## src/aphp_pkg.sv

```systemverilog
// Package with constants and carrier types for the asynchronous parallel host port.
package aphp_pkg;

	// Clock period in picoseconds at 50 MHz.
	localparam int CLK_PERIOD_PS = 20000;
	// Acknowledge pulse: least and longest hold times in nanoseconds.
	localparam int ACK_MIN_NS = 310;
	localparam int ACK_MAX_NS = 472;
	// Least time rounds up, longest time rounds down.
	localparam int ACK_MIN_CYC = (ACK_MIN_NS * 1000 + CLK_PERIOD_PS - 1) / CLK_PERIOD_PS;
	localparam int ACK_MAX_CYC = (ACK_MAX_NS * 1000) / CLK_PERIOD_PS;
	// The pulse is held for a fixed count inside the documented window.
	localparam int ACK_HOLD_CYC = ACK_MIN_CYC + 2;
	localparam int ACK_CNT_W = 6;

	// Width of the address and data buses.
	localparam int ADDR_W = 7;
	localparam int DATA_W = 8;

	// Host bus modes, fixed by static configuration.
	typedef enum logic {
		APHP_MODE_DIR    = 1'b0,
		APHP_MODE_STROBE = 1'b1
	} aphp_mode_t;

	// One access as passed to the register side.
	typedef struct packed {
		logic [ADDR_W-1:0] addr;
		logic [DATA_W-1:0] data;
	} aphp_access_t;

endpackage

```

## src/aphp_port.sv

```systemverilog
// Device-side asynchronous parallel host port with direction and strobe modes.
//
// Notes on behaviour
// RL1: Direction mode: select frames, direction chooses.
// RL2: Strobe mode: select plus separate read, write strobes.
// RL3: Host holds address from select fall to rise.
// RL4: Host holds direction steady through select.
// RL5: Direction low during select means write.
// RL6: Direction-mode write data taken at select rise.
// RL7: Acknowledge high 310 to 472 ns after select.
// RL8: Host keeps select low 485 or 178 ns.
// RL9: Host waits 320 ns between accesses.
// RL10: Read strobe: ready low 310 to 472 ns.
// RL11: Host keeps read strobe low 486 or 180 ns.
// RL12: Host waits 320 ns after read strobe.
// RL13: Host holds address until read strobe rises.
// RL14: Select precedes and outlasts the read strobe; the host model drives select and read strobe low on the same clock edge.
// RL15: Write strobe: ready low 310 to 472 ns.
// RL16: One static mode; no change mid-access.
`timescale 1ns/1ps
module aphp_port #(
	parameter int ADDR_W = aphp_pkg::ADDR_W,
	parameter int DATA_W = aphp_pkg::DATA_W
) (
	input  wire logic              clk_sys_in,
	input  wire logic              reset_in,
	input  wire logic              mode_in,
	input  wire logic              chip_select_n_in,
	input  wire logic              write_direction_n_in,
	input  wire logic              read_strobe_n_in,
	input  wire logic [ADDR_W-1:0] addr_in,
	input  wire logic [DATA_W-1:0] data_in,
	output logic      [DATA_W-1:0] data_out,
	output logic                   data_oe_n_out,
	output logic                   transfer_ack_out,
	output logic                   ready_oe_n_out,
	output logic                   wr_valid_out,
	output logic      [ADDR_W-1:0] wr_addr_out,
	output logic      [DATA_W-1:0] wr_data_out,
	output logic                   rd_req_out,
	output logic      [ADDR_W-1:0] rd_addr_out,
	input  wire logic [DATA_W-1:0] rd_data_in
);

	localparam int SW = 4 + ADDR_W + DATA_W;
	localparam int ACW = aphp_pkg::ACK_CNT_W;
	localparam logic [ACW-1:0] HOLD = ACW'(aphp_pkg::ACK_HOLD_CYC);

	typedef enum logic [1:0] {
		APHP_IDLE = 2'b00,
		APHP_BUSY = 2'b01,
		APHP_DONE = 2'b10
	} aphp_state_t;

	logic [SW-1:0]      pins_sync;
	logic               cs_n;
	logic               dir_n;
	logic               rd_n;
	aphp_pkg::aphp_access_t acc;
	aphp_pkg::aphp_mode_t   mode_q;
	aphp_pkg::aphp_mode_t   mode_d;
	aphp_state_t        state_q;
	aphp_state_t        state_d;
	logic [ACW-1:0]     cnt_q;
	logic [ACW-1:0]     cnt_d;
	logic               is_read_q;
	logic               is_read_d;
	logic               cs_n_q;
	logic               mode_sync;
	logic [DATA_W-1:0]  data_d;
	logic               data_oe_n_d;
	logic               ack_d;
	logic               ready_oe_n_d;
	logic               wr_valid_d;
	logic [ADDR_W-1:0]  wr_addr_d;
	logic [DATA_W-1:0]  wr_data_d;
	logic               rd_req_d;
	logic [ADDR_W-1:0]  rd_addr_d;
	logic               active;
	logic               start;

	// Every pin, the static mode strap too, crosses two flops before any logic reads it.
	// Strobes idle high and the mode strap idles in direction mode.
	aphp_sync #(
		.W    (SW),
		.INIT ({4'b0111, {(ADDR_W + DATA_W){1'b0}}})
	) u_sync (
		.clk_sys_in (clk_sys_in),
		.reset_in   (reset_in),
		.async_in   ({mode_in, chip_select_n_in, write_direction_n_in, read_strobe_n_in,
		              addr_in, data_in}),
		.sync_out   (pins_sync)
	);

	assign mode_sync = pins_sync[SW-1];
	assign cs_n      = pins_sync[SW-2];
	assign dir_n     = pins_sync[SW-3];
	assign rd_n      = pins_sync[SW-4];
	assign acc   = pins_sync[ADDR_W+DATA_W-1:0];

	// In strobe mode the direction pin serves as the write strobe.
	always_comb begin
		if (mode_q == aphp_pkg::APHP_MODE_DIR) begin
			active = !cs_n; // RL1
			start  = !cs_n && cs_n_q;
		end else begin
			active = !cs_n && (!rd_n || !dir_n); // RL2 RL14
			start  = active && (state_q == APHP_IDLE);
		end
	end

	// Access sequencer: pace the acknowledge, launch reads, commit writes.
	always_comb begin
		mode_d       = mode_q;
		state_d      = state_q;
		cnt_d        = cnt_q;
		is_read_d    = is_read_q;
		data_d       = data_out;
		data_oe_n_d  = data_oe_n_out;
		ack_d        = transfer_ack_out;
		ready_oe_n_d = ready_oe_n_out;
		wr_valid_d   = 1'b0;
		wr_addr_d    = wr_addr_out;
		wr_data_d    = wr_data_out;
		rd_req_d     = 1'b0;
		rd_addr_d    = rd_addr_out;
		// Mode is only sampled between accesses so it never flips mid-access.
		if (state_q == APHP_IDLE && cs_n) begin
			mode_d = aphp_pkg::aphp_mode_t'(mode_sync); // RL16
		end
		// Ready is driven while select is low and released once it rises.
		ready_oe_n_d = cs_n;
		case (state_q)
			APHP_IDLE: begin
				ack_d = (mode_q == aphp_pkg::APHP_MODE_STROBE);
				if (start) begin
					// RL5: low direction marks a write in direction mode.
					if (mode_q == aphp_pkg::APHP_MODE_DIR) begin
						is_read_d = dir_n; // RL5
					end else begin
						is_read_d = !rd_n;
					end
					rd_addr_d = acc.addr; // RL3 RL13
					rd_req_d  = (mode_q == aphp_pkg::APHP_MODE_DIR) ? dir_n : !rd_n;
					ack_d     = (mode_q == aphp_pkg::APHP_MODE_DIR); // RL7 RL10 RL15
					cnt_d     = HOLD;
					state_d   = APHP_BUSY;
				end
			end
			APHP_BUSY: begin
				if (is_read_q) begin
					data_d      = rd_data_in;
					data_oe_n_d = 1'b0;
				end
				// Fixed count lies between the least and longest pulse widths.
				if (cnt_q == '0) begin
					ack_d   = (mode_q == aphp_pkg::APHP_MODE_STROBE); // RL7 RL10 RL15
					state_d = APHP_DONE;
				end else begin
					cnt_d = cnt_q - 1'b1;
				end
				if (!active) begin
					// Host ended early without using the handshake.
					state_d = APHP_DONE;
				end
			end
			default: begin
				ack_d = (mode_q == aphp_pkg::APHP_MODE_STROBE);
				// Write data are committed at the end of the access.
				if (mode_q == aphp_pkg::APHP_MODE_DIR) begin
					if (cs_n) begin
						if (!is_read_q) begin
							wr_valid_d = 1'b1; // RL6
							wr_addr_d  = acc.addr; // RL3
							wr_data_d  = acc.data; // RL6
						end
						data_oe_n_d = 1'b1;
						state_d     = APHP_IDLE;
					end
				end else if (!active) begin
					if (!is_read_q) begin
						wr_valid_d = 1'b1;
						wr_addr_d  = acc.addr;
						wr_data_d  = acc.data;
					end
					data_oe_n_d = 1'b1;
					state_d     = APHP_IDLE;
				end
			end
		endcase
	end

	// Registers of the sequencer; outputs all come straight from here.
	always_ff @(posedge clk_sys_in or posedge reset_in) begin
		if (reset_in) begin
			mode_q           <= aphp_pkg::APHP_MODE_DIR;
			state_q          <= APHP_IDLE;
			cnt_q            <= '0;
			is_read_q        <= 1'b0;
			cs_n_q           <= 1'b1;
			data_out         <= '0;
			data_oe_n_out    <= 1'b1;
			transfer_ack_out <= 1'b0;
			ready_oe_n_out   <= 1'b1;
			wr_valid_out     <= 1'b0;
			wr_addr_out      <= '0;
			wr_data_out      <= '0;
			rd_req_out       <= 1'b0;
			rd_addr_out      <= '0;
		end else begin
			mode_q           <= mode_d;
			state_q          <= state_d;
			cnt_q            <= cnt_d;
			is_read_q        <= is_read_d;
			cs_n_q           <= cs_n;
			data_out         <= data_d;
			data_oe_n_out    <= data_oe_n_d;
			transfer_ack_out <= ack_d;
			ready_oe_n_out   <= ready_oe_n_d;
			wr_valid_out     <= wr_valid_d;
			wr_addr_out      <= wr_addr_d;
			wr_data_out      <= wr_data_d;
			rd_req_out       <= rd_req_d;
			rd_addr_out      <= rd_addr_d;
		end
	end

endmodule

```

## src/aphp_sync.sv

```systemverilog
// Two-flop synchroniser for a bundle of asynchronous pin levels.
`timescale 1ns/1ps
module aphp_sync #(
	parameter int W = 1,
	parameter logic [W-1:0] INIT = '0
) (
	input  wire logic         clk_sys_in,
	input  wire logic         reset_in,
	input  wire logic [W-1:0] async_in,
	output logic      [W-1:0] sync_out
);

	logic [W-1:0] meta_q;

	// The first stage feeds only the second stage, keeping metastability contained.
	always_ff @(posedge clk_sys_in or posedge reset_in) begin
		if (reset_in) begin
			meta_q   <= INIT;
			sync_out <= INIT;
		end else begin
			meta_q   <= async_in;
			sync_out <= meta_q;
		end
	end

endmodule

```

## config.mk

```make
export PLATFORM = sky130hd
export DESIGN_NAME = aphp_port
export DESIGN_NICKNAME = d
export VERILOG_FILES = /design/src/aphp_pkg.sv /design/src/aphp_port.sv /design/src/aphp_sync.sv
export SDC_FILE = /design/constraint.sdc
export NUM_CORES = 1
export LEC_CHECK = 0
export BUFFER_PORTS_ARGS = -buffer_cell sky130_fd_sc_hd__buf_4
export CAP_MARGIN = 20
export CORE_MARGIN = 4
export CORE_UTILIZATION = 57
export CTS_BUF_LIST = sky130_fd_sc_hd__clkbuf_4 sky130_fd_sc_hd__clkbuf_8 sky130_fd_sc_hd__clkbuf_16
export DETAILED_ROUTE_END_ITERATION = 8
export PLACE_DENSITY = 0.83
export SYNTH_ARGS = -nofsm -noshare
export SYNTH_HDL_FRONTEND = slang
export SYNTH_HIERARCHICAL = 1
export SYNTH_SLANG_ARGS = --single-unit
export TNS_END_PERCENT = 20
```

## constraint.sdc

```tcl
create_clock -name clk_sys_in -period 4.4 [get_ports clk_sys_in]
set_input_delay 0.22 -clock clk_sys_in [delete_from_list [all_inputs] [get_ports clk_sys_in]]
set_output_delay 0.22 -clock clk_sys_in [all_outputs]
set_load 0.05 [all_outputs]
```

==> impl_metrics.yaml <==
detailed_routing:
  vias_per_cell: 4.96
  wl_mm: 5.31
  final_antenna_net_count: 0
  drt-pass1-iter-count: 4
  vias: 1687
  wl_per_cell_um: 15.6
  drt_iter0_markers: 112
  drc: 0
floorplanning:
  io_pins: 64
  core_region_area_sq_um: 4820
  start_util_pct: 59.9
  dieArea_sq_um: 6260
  chipWidth_um: 79.1
  die_y_um: 79.1
  rows: 25
synthesis:
  synth_simple_gate_area_share_pct: 6.85
  synthFlopType: "dfrtp_1"
  syn_avg_cell_area_sq_um: 16.2
  synth_mux_area_share_pct: 14.7
  synth.distinct_cells: 34
  synth_compound_area_share_pct: 3.21
  synth_top_family_by_area: "multiplexers"
  postSynthCellCount: 178
  synth_area_sq_um: 2880
  async_flop_share_pct: 100
  ys_seq_elements: 83
  yosysWarnings: 6
  synthXorXnorAreaFrac_pct: 0
  synthAdderAreaFrac_pct: 0.868
  syn_nets: 209
  synth-seq-area-share_pct: 72.4
  synth_edf_count: 0
layout:
  final_common_cell: "dfrtp_1"
  area_delta_synth_final_pct: 31.5
  final_cells: 340
  drive_gt1_share_pct: 46.2
  final_cell_mix: "dfrtp_1 (75), buf_4 (64), mux2_2 (23)"
  antennaDiodeCount: 0
  final_util_pct: 78.8
  layout.nets: 300
pwr:
  switching_power_mw: 1.21
  seqPwrFrac_pct: 38.6
  p_int_mw: 1.72
  netSwitchingFraction_pct: 41.3
  p_per_area_nw_per_um2: 774
  vdd_ir_drop_max_mv: 0.418
  power_leakage_nw: 1.78
  p_comb_share_pct: 43.9
  power_frac_clock_pct: 17.5
timing:
  timing.final.crit_period_ps: 2170
  skew_ps: 9.86
  final-hold-violation-count: 7
  finalSetupViolCount: 0
  tns_ps: 0
  relSlewSlack_pct: 35.1
  post-route-period-util_pct: 49.3
  slew_violations: 0
  fmax_mhz: 461
  rsz0062_at_grt: "no"
  hold_slack_ps: -9.59
  tightest_slew_ps: 972
critical_path:
  required_ps: 4620
  path_class: "flop to flop"
  end_kind: "flop"
  path_max_fanout: 16
  crit_arrival_ps: 2390
  rrSetupSlack_ps: 2230
  critPathLaunchType: "flop"
clock_tree:
  worstSkewPairLatency_ps: 340
  cts.sinks: 83
  cts_root_buffer: "clkbuf_8"
  numCtsBuffers: 9
  cts_tree: "built"
  cts_max_level: 3
  clockBufferDepth: 2
  clk_pin_slew_ps: 80
run_status:
  status: "finished, violations left"
  violations: "hold timing"
grt:
  grt_remaining_overflow: 0
  gr-usage-all-layers_pct: 19.2
  grt_pass1_vias: 1868
  antenna_found_initial: 0
  grt_max_degree: 46
  grt_pass1_wl_mm: 8.99
placed_design:
  dpl.cell_count: 306
  gp_congestion: 0.808
  dp_hpwl_mm: 3.44
  portBuffers: 63
min_path:
  hold_path.class: "input port to async pin"
flow_run:
  cap_violations: 0
stage by stage:
stage          power, mW  setup WS [ps]  cell area, sq um
6_report            2.94           2230              3790
4_1_cts             2.95           2200              3790
2_1_floorplan       2.05           2660              2880
3_5_place_dp        2.42           2200              3420
5_1_grt             3.08           2120              3790
3_3_place_gp        2.39           2270              3420
synthesized netlist by cell type, types with 2 or more instances:
cell type | number | area share (%)
and3_1 | 2 | 0.43
a21oi_1 | 5 | 0.87
nor2_1 | 7 | 0.91
o21ai_0 | 7 | 1.2
dfrtp_1 | 75 | 65
dfstp_2 | 8 | 7.3
mux2_4 | 9 | 4.7
mux2i_1 | 3 | 1.0
ha_1 | 2 | 0.87
inv_1 | 7 | 0.91
mux2_2 | 23 | 9.0
nor4_1 | 2 | 0.43
nand2_1 | 7 | 0.91
registers in the layout (all words and copies together), names as in the netlist:
name / flops
cnt_q: 6
cs_n_q: 1
data_oe_n_out: 1
data_out: 8
is_read_q: 1
mode_q: 1
rd_addr_out: 7
rd_req_out: 1
state_q: 2
transfer_ack_out: 1
u_sync/meta_q: 19
u_sync/sync_out: 19
wr_addr_out: 7
wr_data_out: 8
wr_valid_out: 1
power by group through the flow:
| stage | registers [mW] | clock network [mW] | logic (mW) |
|---|---|---|---|
| floorplan | 1.65 | 0 | 0.400 |
| global placement | 1.14 | 0 | 1.25 |
| finish | 1.13 | 0.515 | 1.29 |
| CTS | 1.13 | 0.516 | 1.30 |
| global route | 1.16 | 0.558 | 1.36 |
| detailed placement | 1.14 | 0 | 1.28 |
metal layers:
| metal | wire [um] | track usage [%] |
|---|---|---|
| met3 | 312 | 5.78 |
| met5 | 0 | 0 |
| met4 | 108 | 7.73 |
| met2 | 2650 | 31.3 |
| met1 | 2240 | 24.0 |
area by class of cell:
cell class | instances | area [sq um]
clock inverter | 5 | 55.1
sequential | 83 | 2090
multi-input combinational | 85 | 739
clock buffer | 10 | 131
tap | 67 | 83.8
inverter | 7 | 26.3
fill | 289 | 1020
timing repair buffer | 83 | 671
worst max-delay path: stages (launching register included):
cell	delay, ps
dfstp_2	550
and3_4	240
nor2_4	50
nor3b_4	790
mux2_2	420
path summary, 6_finish.rpt:
check | start | to | cells past startpoint
min in group clk_sys_in | rd_data_in[2] | data_out[2]$_DFFE_PP0P_ | 2
setup / recovery | u_sync/sync_out[16]$_DFF_PP1_ | wr_data_out[4]$_DFFE_PP0P_ | 4
hold reg to reg | u_sync/meta_q[14]$_DFF_PP0_ | u_sync/sync_out[14]$_DFF_PP0_ | 0
max in group asynchronous | reset_in | data_out[6]$_DFFE_PP0P_ | 2
setup reg to reg | u_sync/sync_out[16]$_DFF_PP1_ | wr_data_out[4]$_DFFE_PP0P_ | 4
hold / removal | reset_in | u_sync/sync_out[18]$_DFF_PP0_ | 3
what timing repair did:
| item | in CTS | in global routing |
|---|---|---|
| hold endpoints to repair | 19 | 0 |
| hold buffers | 19 | 0 |
| setup buffers | 0 | 0 |
| gates resized for setup | 0 | 0 |
cell families after synthesis:
logic type	after synthesis
simple gates	32
compound gates	16
flops	83
mux	35
buf+inv	10
fa+ha+maj	2
(Power assumes the default switching activity.)
